`src/design/udsc_defs.vh`:
```
`ifndef UDSC_DEFS_VH
`define UDSC_DEFS_VH

`define UDSC_ADDR_W        8
`define UDSC_OFF_FRAME     8'h00
`define UDSC_OFF_IDENT     8'h04
`define UDSC_OFF_STATUS    8'h08
`define UDSC_OFF_CTRL      8'h0c

`define UDSC_FRM_LSB       0
`define UDSC_FRM_MSB       10
`define UDSC_MATCH_LSB     16
`define UDSC_MATCH_MSB     26
`define UDSC_VER_LSB       0
`define UDSC_VER_MSB       11
`define UDSC_REL_LSB       12
`define UDSC_REL_MSB       15
`define UDSC_SR_RST_BIT    8
`define UDSC_SR_SUSPENDED_FLAG_BIT   7
`define UDSC_SR_CFG_LSB    5
`define UDSC_SR_CFG_MSB    6
`define UDSC_SR_SELECTED_IF_INDEX_LSB   3
`define UDSC_SR_SELECTED_IF_INDEX_MSB   4
`define UDSC_SR_ALT_LSB    0
`define UDSC_SR_ALT_MSB    2
`define UDSC_CR_DONE_BIT   6
`define UDSC_CR_ERR_BIT    5

`define UDSC_FRM_RST       11'h000
`define UDSC_MATCH_RST     11'h000
`define UDSC_VER_1_0       12'h100
`define UDSC_VER_1_1       12'h110
`define UDSC_VER_2_0       12'h200
`define UDSC_REL_RST       4'h1

`define UDSC_HS_BUSY       2'h0
`define UDSC_HS_ACK        2'h1
`define UDSC_HS_ERR        2'h2

`define UDSC_ANSWER_CYC    1

`endif

```
`src/design/udsc_apb_decode.v`:
```
`timescale 1ns/1ns
`include "udsc_defs.vh"

module udsc_apb_decode (
    psel,
    penable,
    pwrite,
    paddr,
    setup,
    sel_frame,
    sel_ident,
    sel_status,
    sel_ctrl,
    unmapped,
    wr_frame,
    wr_ctrl
);
    input  wire                      psel;
    input  wire                      penable;
    input  wire                      pwrite;
    input  wire [`UDSC_ADDR_W-1:0]   paddr;
    output wire                      setup;
    output wire                      sel_frame;
    output wire                      sel_ident;
    output wire                      sel_status;
    output wire                      sel_ctrl;
    output wire                      unmapped;
    output wire                      wr_frame;
    output wire                      wr_ctrl;

    function hit;
        input [`UDSC_ADDR_W-1:0] a;
        input [`UDSC_ADDR_W-1:0] off;
        begin
            hit = (a == off);
        end
    endfunction

    assign setup      = psel & ~penable;
    assign sel_frame  = hit(paddr, `UDSC_OFF_FRAME);
    assign sel_ident  = hit(paddr, `UDSC_OFF_IDENT);
    assign sel_status = hit(paddr, `UDSC_OFF_STATUS);
    assign sel_ctrl   = hit(paddr, `UDSC_OFF_CTRL);
    assign unmapped   = ~(sel_frame | sel_ident | sel_status | sel_ctrl);
    // access-phase write strobes; the top gates them with pready
    assign wr_frame   = psel & penable & pwrite & sel_frame;
    assign wr_ctrl    = psel & penable & pwrite & sel_ctrl;

endmodule // udsc_apb_decode

```
`src/design/udsc_frame_match.v`:
```
`timescale 1ns/1ns
`include "udsc_defs.vh"

module udsc_frame_match (
    pclk,
    presetn,
    sof_valid,
    sof_frame_num,
    match_val,
    match_mask,
    frame_q,
    match_irq_q
);
    input  wire         pclk;
    input  wire         presetn;
    input  wire         sof_valid;
    input  wire [10:0]  sof_frame_num;
    input  wire [10:0]  match_val;
    input  wire         match_mask;
    output reg  [10:0]  frame_q;
    output reg          match_irq_q;

    always @(posedge pclk or negedge presetn) begin
        if (!presetn) begin
            frame_q     <= `UDSC_FRM_RST;
            match_irq_q <= 1'b0;
        end else begin
            if (sof_valid) begin
                frame_q <= sof_frame_num;
            end
            // one pulse per captured frame that hits the compare value while match_mask is low
            match_irq_q <= sof_valid & ~match_mask &
                           (sof_frame_num == match_val);
        end
    end

endmodule // udsc_frame_match

```
`src/design/udsc_status_ctrl.v`:
```
// The implementer's own choices: register access over APB and the register offsets.
`timescale 1ns/1ns
`include "udsc_defs.vh"

module udsc_status_ctrl (
    pclk,
    presetn,
    psel,
    penable,
    pwrite,
    paddr,
    pwdata,
    prdata,
    pready,
    pslverr,
    sof_valid,
    sof_frame_num,
    match_irq_mask,
    bus_reset_sig,
    bus_suspended,
    host_config,
    selected_if_index,
    alternate_setting_sel,
    status_phase_done,
    frame_match_irq,
    handshake_code,
    request_done,
    request_error
);
    parameter [3:0] SILICON_RELEASE = `UDSC_REL_RST; // arbitrary value
    parameter [11:0] STD_VERSION    = `UDSC_VER_1_1;

    input  wire                      pclk;
    input  wire                      presetn;
    input  wire                      psel;
    input  wire                      penable;
    input  wire                      pwrite;
    input  wire [`UDSC_ADDR_W-1:0]   paddr;
    input  wire [31:0]               pwdata;
    output wire [31:0]               prdata;
    output wire                      pready;
    output wire                      pslverr;
    input  wire                      sof_valid;
    input  wire [10:0]               sof_frame_num;
    input  wire                      match_irq_mask;
    input  wire                      bus_reset_sig;
    input  wire                      bus_suspended;
    input  wire [1:0]                host_config;
    input  wire [1:0]                selected_if_index;
    input  wire [2:0]                alternate_setting_sel;
    input  wire                      status_phase_done;
    output wire                      frame_match_irq;
    output wire [1:0]                handshake_code;
    output wire                      request_done;
    output wire                      request_error;

    // bus handshake state
    localparam [1:0] ST_IDLE   = 2'h0;
    localparam [1:0] ST_ACCESS = 2'h1;
    localparam [1:0] ST_WAIT   = 2'h2;

    reg  [1:0]   state_q;
    reg  [1:0]   state_d;
    reg  [31:0]  prdata_q;
    reg  [31:0]  prdata_d;
    reg          pready_q;
    reg          pslverr_q;
    reg  [10:0]  match_q;
    reg          done_q;
    reg          done_d;
    reg          err_q;
    reg          err_d;
    reg  [1:0]   hs_q;
    reg  [1:0]   hs_d;
    reg          sr_rst_q;
    reg          sr_suspended_flag_q;
    reg  [1:0]   sr_cfg_q;
    reg  [1:0]   sr_selected_if_index_q;
    reg  [2:0]   sr_alt_q;
    reg          pready_d;
    reg          pslverr_d;
    reg  [31:0]  frame_word;
    reg  [31:0]  ident_word;
    reg  [31:0]  status_word;
    reg  [31:0]  ctrl_word;

    wire         setup;
    wire         sel_frame;
    wire         sel_ident;
    wire         sel_status;
    wire         sel_ctrl;
    wire         unmapped;
    wire         wr_frame;
    wire         wr_ctrl;
    wire [10:0]  frame_q;
    wire         match_irq_q;
    wire         access_hit;
    wire         frame_wr_go;
    wire         ctrl_wr_go;
    wire         rd_setup;

    udsc_apb_decode u_dec (
        .psel       (psel),
        .penable    (penable),
        .pwrite     (pwrite),
        .paddr      (paddr),
        .setup      (setup),
        .sel_frame  (sel_frame),
        .sel_ident  (sel_ident),
        .sel_status (sel_status),
        .sel_ctrl   (sel_ctrl),
        .unmapped   (unmapped),
        .wr_frame   (wr_frame),
        .wr_ctrl    (wr_ctrl)
    );

    udsc_frame_match u_frm (
        .pclk          (pclk),
        .presetn       (presetn),
        .sof_valid     (sof_valid),
        .sof_frame_num (sof_frame_num),
        .match_val     (match_q),
        .match_mask    (match_irq_mask),
        .frame_q       (frame_q),
        .match_irq_q   (match_irq_q)
    );

    // a write lands only at the edge where pready is sampled high
    assign access_hit  = psel & penable & pready_q;
    assign frame_wr_go = wr_frame & access_hit;
    assign ctrl_wr_go  = wr_ctrl & access_hit;
    assign rd_setup    = setup & ~pwrite;

    // register images; reserved positions read as zero
    always @* begin
        frame_word  = 32'h00000000;
        ident_word  = 32'h00000000;
        status_word = 32'h00000000;
        ctrl_word   = 32'h00000000;
        frame_word[`UDSC_FRM_MSB:`UDSC_FRM_LSB] = frame_q;
        frame_word[`UDSC_MATCH_MSB:`UDSC_MATCH_LSB] = match_q;
        ident_word[`UDSC_VER_MSB:`UDSC_VER_LSB] = STD_VERSION;
        ident_word[`UDSC_REL_MSB:`UDSC_REL_LSB] = SILICON_RELEASE;
        status_word[`UDSC_SR_RST_BIT] = sr_rst_q;
        status_word[`UDSC_SR_SUSPENDED_FLAG_BIT] = sr_suspended_flag_q;
        status_word[`UDSC_SR_CFG_MSB:`UDSC_SR_CFG_LSB] = sr_cfg_q;
        status_word[`UDSC_SR_SELECTED_IF_INDEX_MSB:`UDSC_SR_SELECTED_IF_INDEX_LSB] = sr_selected_if_index_q;
        status_word[`UDSC_SR_ALT_MSB:`UDSC_SR_ALT_LSB] = sr_alt_q;
        ctrl_word[`UDSC_CR_DONE_BIT] = done_q;
        ctrl_word[`UDSC_CR_ERR_BIT] = err_q;
    end

    // read data mux, evaluated in the setup cycle
    always @* begin
        prdata_d = 32'h00000000;
        case (1'b1)
            sel_frame: begin
                prdata_d = frame_word;
            end
            sel_ident: begin
                prdata_d = ident_word;
            end
            sel_status: begin
                prdata_d = status_word;
            end
            sel_ctrl: begin
                prdata_d = ctrl_word;
            end
            default: begin
                prdata_d = 32'h00000000;
            end
        endcase
    end

    // zero-wait answer: pready rises in the first access cycle
    always @* begin
        state_d = state_q;
        case (state_q)
            ST_IDLE: begin
                if (setup) begin
                    state_d = ST_ACCESS;
                end
            end
            ST_ACCESS: begin
                if (psel & ~penable) begin
                    state_d = ST_ACCESS;
                end else begin
                    state_d = ST_WAIT;
                end
            end
            ST_WAIT: begin
                if (setup) begin
                    state_d = ST_ACCESS;
                end else begin
                    state_d = ST_IDLE;
                end
            end
            default: begin
                state_d = ST_IDLE;
            end
        endcase
    end

    // answer in the first access cycle; unmapped gets an error
    always @* begin
        pready_d  = 1'b0;
        pslverr_d = 1'b0;
        if (state_d == ST_ACCESS) begin
            pready_d  = 1'b1;
            pslverr_d = unmapped;
        end
    end

    always @(posedge pclk or negedge presetn) begin
        if (!presetn) begin
            state_q   <= ST_IDLE;
            pready_q  <= 1'b0;
            pslverr_q <= 1'b0;
        end else begin
            state_q   <= state_d;
            pready_q  <= pready_d;
            pslverr_q <= pslverr_d;
        end
    end

    // read data stands while psel stays high
    always @(posedge pclk or negedge presetn) begin
        if (!presetn) begin
            prdata_q <= 32'h00000000;
        end else if (rd_setup) begin
            prdata_q <= prdata_d;
        end else if (~psel) begin
            prdata_q <= 32'h00000000;
        end
    end

    // compare value; frame field and reserved bits ignore writes
    always @(posedge pclk or negedge presetn) begin
        if (!presetn) begin
            match_q <= `UDSC_MATCH_RST;
        end else if (frame_wr_go) begin
            match_q <= pwdata[`UDSC_MATCH_MSB:`UDSC_MATCH_LSB];
        end
    end

    // bus-level flags sampled from the core; no write path exists
    always @(posedge pclk or negedge presetn) begin
        if (!presetn) begin
            sr_rst_q  <= 1'b0;
            sr_suspended_flag_q <= 1'b0;
        end else begin
            sr_rst_q  <= bus_reset_sig;
            sr_suspended_flag_q <= bus_suspended;
        end
    end

    // host selections sampled from the core; no write path exists
    always @(posedge pclk or negedge presetn) begin
        if (!presetn) begin
            sr_cfg_q  <= 2'h0;
            sr_selected_if_index_q <= 2'h0;
            sr_alt_q  <= 3'h0;
        end else begin
            sr_cfg_q  <= host_config;
            sr_selected_if_index_q <= selected_if_index;
            sr_alt_q  <= alternate_setting_sel;
        end
    end

    // request-done: a software set in the same cycle beats the clear
    always @* begin
        done_d = done_q;
        err_d  = err_q;
        if (ctrl_wr_go) begin
            done_d = pwdata[`UDSC_CR_DONE_BIT];
            err_d  = pwdata[`UDSC_CR_ERR_BIT];
        end else if (status_phase_done) begin
            done_d = 1'b0;
        end
    end

    // status-phase handshake from both bits
    always @* begin
        hs_d = `UDSC_HS_BUSY;
        case ({done_d, err_d})
            2'b10: begin
                hs_d = `UDSC_HS_ACK;
            end
            2'b11: begin
                hs_d = `UDSC_HS_ERR;
            end
            default: begin
                hs_d = `UDSC_HS_BUSY;
            end
        endcase
    end

    always @(posedge pclk or negedge presetn) begin
        if (!presetn) begin
            done_q <= 1'b0;
            err_q  <= 1'b0;
        end else begin
            done_q <= done_d;
            err_q  <= err_d;
        end
    end

    // handshake register moves on the same edge as the bits
    always @(posedge pclk or negedge presetn) begin
        if (!presetn) begin
            hs_q <= `UDSC_HS_BUSY;
        end else begin
            hs_q <= hs_d;
        end
    end

    assign prdata          = prdata_q;
    assign pready          = pready_q;
    assign pslverr         = pslverr_q;
    assign frame_match_irq = match_irq_q;
    assign handshake_code  = hs_q;
    assign request_done    = done_q;
    assign request_error   = err_q;

endmodule // udsc_status_ctrl

```
`config.mk`:
```
export PLATFORM = sky130hd
export DESIGN_NAME = udsc_status_ctrl
export DESIGN_NICKNAME = d
export VERILOG_FILES = /design/src/design/udsc_apb_decode.v /design/src/design/udsc_frame_match.v /design/src/design/udsc_status_ctrl.v
export VERILOG_INCLUDE_DIRS = /design/src /design/src/design
export SDC_FILE = /design/constraint.sdc
export NUM_CORES = 1
export LEC_CHECK = 0
export BUFFER_PORTS_ARGS = -buffer_cell sky130_fd_sc_hd__buf_4
export CORE_UTILIZATION = 48
export CTS_CLUSTER_SIZE = 14
export DETAILED_ROUTE_END_ITERATION = 7
export GPL_ROUTABILITY_DRIVEN = 0
export PLACE_DENSITY = 0.79
export SKIP_CTS_REPAIR_TIMING = 1
export SYNTH_ARGS = -nofsm -noshare
export SYNTH_HDL_FRONTEND = slang
export SYNTH_SLANG_ARGS = --single-unit
```
`constraint.sdc`:
```
create_clock -name pclk -period 2.03 [get_ports pclk]
set_input_delay 0.203 -clock pclk [delete_from_list [all_inputs] [get_ports pclk]]
set_output_delay 0.203 -clock pclk [all_outputs]
set_load 0.01 [all_outputs]
```
==> impl_metrics.env, run 1 <==
export IMPL_finalHoldViolations=63
export IMPL_antenna_violating_nets_post_route=0
export IMPL_max_cap_violations=0
export IMPL_drt_drc_violations_left=0
export IMPL_switchingPower_mw=0.5836
export IMPL_numPlacedInstances=336
export IMPL_stdcell_count=361
export IMPL_grt_start_max_net_pins=64
export IMPL_outcome="complete, but fails checks"
export IMPL_cts_root_buf="clkbuf_8"
export IMPL_static_leakage_power_nw=1.774
export IMPL_drt_pass1_iter_count=4
export IMPL_timing_final_crit_share=0.8244
export IMPL_post_synthesis_instance_area_um2=2654
export IMPL_preCtsSetupSlack_ps=5.447
export IMPL_overflow=0
export IMPL_power_mw=2.593
export IMPL_share_of_layout_cells_above_drive_strength_1=0.4399
export IMPL_chipWidth_um=76.36
export IMPL_ir_drop_uv=466.2
export IMPL_netlist_cell_type_count=34
export IMPL_clk_pin_slew_ps=70
export IMPL_share_seq_of_total_power=0.505
export IMPL_layout_commonest_cell="buf_4"
export IMPL_top_ports=107
export IMPL_global_route_wire_length_before_repair_mm=8.990
export IMPL_fp_dieH_um=76.36
export IMPL_floorplan_initialDensity=0.5099
export IMPL_final_setup_skew_ps=9.826
export IMPL_yosysSeqAreaShare=0.5941
export IMPL_cts_tree="yes"
export IMPL_final_util=0.6834
export IMPL_endpoint_kind="flip-flop"
export IMPL_half_perimeter_wire_length_of_the_detailed_placement_result_mm=3.839
export IMPL_hold_path_class="input pin to async pin"
export IMPL_synth_flop_cell="dfrtp_1"
export IMPL_cts_htree_levels=3
export IMPL_place_area_um2=3277
export IMPL_vias_in_the_first_global_route=1804
export IMPL_timing_max_transition_violations_final=0
export IMPL_io_buffer_count=78
export IMPL_path_max_fanout=11
export IMPL_wl_mm=5.598
export IMPL_internal_power_mw=2.010
export IMPL_cts_num_sinks=63
export IMPL_groute_usage_overall=0.2063
export IMPL_mean_syn_cell_area_um2=13.68
export IMPL_synth_seq_cells=63
export IMPL_clock_power_share=0.407
export IMPL_setup_worst_path_start_class="input pin"
export IMPL_stdcell_area_um2=3557
export IMPL_crit_required_ps=2250
export IMPL_combinationalPowerShare=0.088
export IMPL_fin_nets=354
export IMPL_area_growth_synth_to_final_pct=34.04
export IMPL_post_route_min_period_ps=1674
export IMPL_max_slew_margin_rel=0.4219
export IMPL_async_flop_share=1.000
export IMPL_total_via_count_in_the_routed_design=1818
export IMPL_post_route_worst_setup_slack_ps=356.4
export IMPL_finalSetupViolCount=0
export IMPL_violations="hold timing"
export IMPL_numCtsBuffers=9
export IMPL_wl_per_cell_um=15.51
export IMPL_worstPathArrival_ps=1890
export IMPL_core_area_um2=5205
export IMPL_switching_share=0.2250
export IMPL_reg2regPathDepth=3
export IMPL_mostFrequentLayoutCells="buf_4 (82), dfrtp_1 (63), a22o_1 (15)"
export IMPL_crit_type="input pin to flip-flop"
export IMPL_grt_antenna_before_repair=0
export IMPL_placement_rows=26
export IMPL_finalSetupTns_ps=0
export IMPL_worstMarginPinSlew_ps=867.2
export IMPL_synthesized_instance_count=194
export IMPL_smallest_hold_slack_ps=-49.97
export IMPL_yosys_warnings=0
export IMPL_via_per_inst=5.036
export IMPL_grt_setup_unrepaired="false"
export IMPL_worstSkewPairLatency_ps=340
export IMPL_antenna_diode_count=0
export IMPL_power_density_of_the_placed_cells_nw_per_um2=729.1
export IMPL_filler_cell_count=393
export IMPL_maxClockFrequency_mhz=597.5
export IMPL_synth_edf_count=0
export IMPL_drt_iter0_drc=74
export IMPL_dieArea_um2=5830
export IMPL_clk_path_buf_depth=2
[path summary, 6_finish.rpt]
check / start / to / slack, ps
max in group asynchronous: presetn / sr_selected_if_index_q[0]$_DFF_PN0_ / 1590
max reg2reg: pready$_DFF_PN0_ / match_q[9]$_DFFE_PN0P_ / 410
min reg2reg: state_q[0]$_DFF_PN0_ / pready$_DFF_PN0_ / 480
min: presetn / prdata[12]$_DFFE_PN0P_ / -50
min in group pclk: pwdata[18] / match_q[2]$_DFFE_PN0P_ / 90
max: paddr[1] / match_q[9]$_DFFE_PN0P_ / 360
[layer usage]
| layer | part of all wire | up-vias | wire length, µm | GRT usage |
|---|---|---|---|---|
| met2 | 0.48 | 68 | 2695 | 0.3189 |
| li1 | - | 859 | - | - |
| met4 | 0.0057 | 0 | 32 | 0.1154 |
| met5 | 0 | - | 0 | 0 |
| met1 | 0.45 | 885 | 2514 | 0.2663 |
| met3 | 0.063 | 6 | 355 | 0.05150 |
[final cells by class]
| class | instances | area, µm² | area share |
|---|---|---|---|
| clock buffer | 12 | 145.1 | 0.04080 |
| clock inverter | 4 | 45.04 | 0.01266 |
| tap | 70 | 87.58 | 0.02462 |
| sequential | 63 | 1577 | 0.4432 |
| multi-input combinational | 120 | 993.5 | 0.2793 |
| timing repair buffer | 91 | 705.7 | 0.1984 |
| inverter | 1 | 3.754 | 0.001055 |
[power groups by stage]
stage | clock network [mW] | registers, mW | logic [mW]
detailed placement | 0 | 1.33 | 0.216
finish | 1.05 | 1.31 | 0.228
global route | 1.14 | 1.31 | 0.250
floorplan | 0 | 1.33 | 0.105
CTS | 1.08 | 1.31 | 0.217
global placement | 0 | 1.33 | 0.212
[flip-flops by register name, summed over array words and instances, names as in the netlist]
name and count:
prdata 23, sr_alt_q 3, sr_selected_if_index_q 2, pslverr 1, sr_rst_q 1, pready 1
handshake_code 2, sr_cfg_q 2, request_done 1, state_q 2, match_q 11, u_frm.match_irq_q 1
u_frm.frame_q 11, request_error 1, sr_suspended_flag_q 1
[critical path: stages]
cell and delay, ps:
buf_4 110, or4_4 530, or4b_4 700, mux2_4 340
[cell families after synthesis]
group                  synth area share
AND/OR/NAND/NOR                 0.08393
other                          0.001413
XOR/XNOR                        0.03630
AO/OA/AOI/OAI                   0.08911
multiplexers                     0.1499
flip-flops                       0.5941
buffers and inverters           0.04526
[synthesized netlist by cell type (2+ instances only)]
library cell / n / area, µm²
a21oi_1: 4 / 20.02
a22o_1: 15 / 131.4
a31o_2: 2 / 17.52
and3_1: 2 / 12.51
buf_4: 9 / 67.56
buf_6: 2 / 22.52
clkbuf_1: 6 / 22.52
dfrtp_1: 63 / 1577
mux2_2: 14 / 157.7
mux2_4: 10 / 150.1
mux2i_1: 9 / 90.09
nand2_1: 8 / 30.03
nand2b_1: 5 / 31.28
nand4_1: 4 / 25.02
nor2_1: 2 / 7.510
nor2b_1: 2 / 12.51
nor3_1: 4 / 20.02
o21a_1: 2 / 15.01
o21ai_0: 5 / 25.02
o2bb2ai_1: 2 / 17.52
xnor2_1: 11 / 96.34
No activity file was read; power rests on OpenSTA's default activity.
==> inputs of run 2 (changes only) <==
clock period = 1.8 ns   (was 2.03 ns; I/O delays follow)
==> run 2 against run 1 <==
Critical endpoint is now match_q[7]$_DFFE_PN0P_. Global-route usage is 0.42 points higher. Sequential share of layout area fell by 0.81 points. Non-clock buffer count is 4 higher. Clock power increased by 30%. Worst hold slack better by 120 ps. The run now ends clean. Worst setup slack worse by 240 ps. Clock skew down 1.3 ps.
==> impl_metrics.env, run 2 (synthesis gave the netlist of run 1 again) <==
export IMPL_post_route_min_period_ps=1686
export IMPL_finalSetupViolCount=0
export IMPL_vias_in_the_first_global_route=1946
export IMPL_numPlacedInstances=339
export IMPL_fp_dieH_um=76.36
export IMPL_finalSetupTns_ps=0
export IMPL_antenna_diode_count=0
export IMPL_post_route_worst_setup_slack_ps=113.9
export IMPL_smallest_hold_slack_ps=74.34
export IMPL_antenna_violating_nets_post_route=0
export IMPL_power_density_of_the_placed_cells_nw_per_um2=856.2
export IMPL_finalHoldViolations=0
export IMPL_grt_start_max_net_pins=64
export IMPL_dieArea_um2=5830
export IMPL_stdcell_count=365
export IMPL_timing_max_transition_violations_final=0
export IMPL_globalRouteMet2Util=0.3387
export IMPL_maxClockFrequency_mhz=593.1
export IMPL_crit_required_ps=2010
export IMPL_clk_path_buf_depth=2
export IMPL_wl_mm=5.676
export IMPL_worstPathArrival_ps=1900
export IMPL_top_ports=107
export IMPL_share_of_layout_cells_above_drive_strength_1=0.4441
export IMPL_groute_layer_met1_usage=0.2679
export IMPL_global_route_wire_length_before_repair_mm=9.308
export IMPL_timing_final_crit_share=0.9367
export IMPL_clk_pin_slew_ps=70
export IMPL_max_slew_margin_rel=0.4436
export IMPL_layout_commonest_cell="buf_4"
export IMPL_cts_root_buf="clkbuf_8"
export IMPL_grt_antenna_before_repair=0
export IMPL_floorplan_initialDensity=0.5099
export IMPL_core_area_um2=5205
export IMPL_mostFrequentLayoutCells="buf_4 (85), dfrtp_1 (63), a22o_1 (15)"
export IMPL_holdCritStartpoint="pwdata[21]"
export IMPL_largest_register_ffs=23
export IMPL_cts_num_sinks=63
export IMPL_crit_type="flip-flop to flip-flop"
export IMPL_max_cap_violations=0
export IMPL_io_buffer_count=78
export IMPL_path_max_fanout=11
export IMPL_reg2reg_from="pready$_DFF_PN0_"
export IMPL_hold_path_depth=2
export IMPL_cts_tree="yes"
export IMPL_preCtsSetupSlack_ps=-157.7
export IMPL_fin_nets=358
export IMPL_total_via_count_in_the_routed_design=1877
export IMPL_numCtsBuffers=9
export IMPL_worstMarginPinSlew_ps=834.7
export IMPL_hold_path_class="input pin to flip-flop"
export IMPL_half_perimeter_wire_length_of_the_detailed_placement_result_mm=3.961
export IMPL_groute_usage_overall=0.2106
export IMPL_via_per_inst=5.142
export IMPL_chipWidth_um=76.36
export IMPL_cts_htree_levels=3
export IMPL_drt_drc_violations_left=0
export IMPL_grt_setup_unrepaired="false"
export IMPL_static_leakage_power_nw=1.806
export IMPL_drt_pass1_iter_count=4
export IMPL_drt_iter0_drc=90
export IMPL_wl_per_cell_um=15.55
export IMPL_placement_rows=26
export IMPL_worstSkewPairLatency_ps=330
export IMPL_final_setup_skew_ps=8.484
export IMPL_outcome="completed"
export IMPL_reg2regPathDepth=3
export IMPL_area_growth_synth_to_final_pct=36.54
export IMPL_worstReg2RegEnd="match_q[7]$_DFFE_PN0P_"
export IMPL_ir_drop_uv=576.9
export IMPL_met3_usage=0.07425
export IMPL_setup_worst_path_start_class="flip-flop"
export IMPL_endpoint_kind="flip-flop"
export IMPL_r2r_setup_slk_ps=110
export IMPL_busiest_layer="met2"
export IMPL_overflow=0
export IMPL_timing_hold_worst_endpoint="match_q[5]$_DFFE_PN0P_"
export IMPL_power_mw=3.102
run 2: changes by cell type in the layout (fill, tap and decap cells not counted), sizes merged:
cell / before / now
clkbuf: 12 / 13
clkinv: 3 / 1
dlygate4sd3: 9 / 10
buf: 82 / 85
bufinv: 1 / 2
run 2: critical path, stage by stage, from the launching register on:
cell     delay, ps
dfrtp_1        350
nand4_1        160
or4b_4         710
mux2_4         350
run 2: how the worst max path moves through the flow:
stage,start,to,slack [ps],depth (start not counted)
6_report,pready$_DFF_PN0_,match_q[7]$_DFFE_PN0P_,110,3
5_1_grt,pready$_DFF_PN0_,match_q[8]$_DFFE_PN0P_,70,3
4_1_cts,pready$_DFF_PN0_,match_q[8]$_DFFE_PN0P_,100,3
3_5_place_dp,paddr[1],prdata[2]$_DFFE_PN0P_,-160,5
3_3_place_gp,paddr[1],match_q[8]$_DFFE_PN0P_,-130,4
2_1_floorplan,paddr[1],match_q[10]$_DFFE_PN0P_,-100,5
run 2: layout make-up:
type / count / area (µm²)
Clock buffer: 13 / 158.9
Clock inverter: 3 / 65.06
Fill cell: 418 / 1582
Inverter: 1 / 3.754
Multi-Input combinational cell: 120 / 993.5
Sequential cell: 63 / 1577
Tap cell: 70 / 87.58
Timing Repair Buffer: 95 / 738.2
run 2: where the power goes:
group          internal, mW  switching, mW
Combinational         0.142          0.121
Clock                 0.855          0.505
Sequential             1.46         0.0216
run 2: through the flow:
step                cell area [µm²]  utilization
floorplan                      2688            -
global placement               3299       0.6339
detailed placement             3299       0.6339
CTS                            3523       0.6769
global route                   3623       0.6962
finish                         3623       0.6962
run 2: layer usage:
metal,wire (µm),vias to the layer above
li1,-,864
met1,2434,932
met2,2788,75
met3,415,6
met4,38,0
met5,0,-
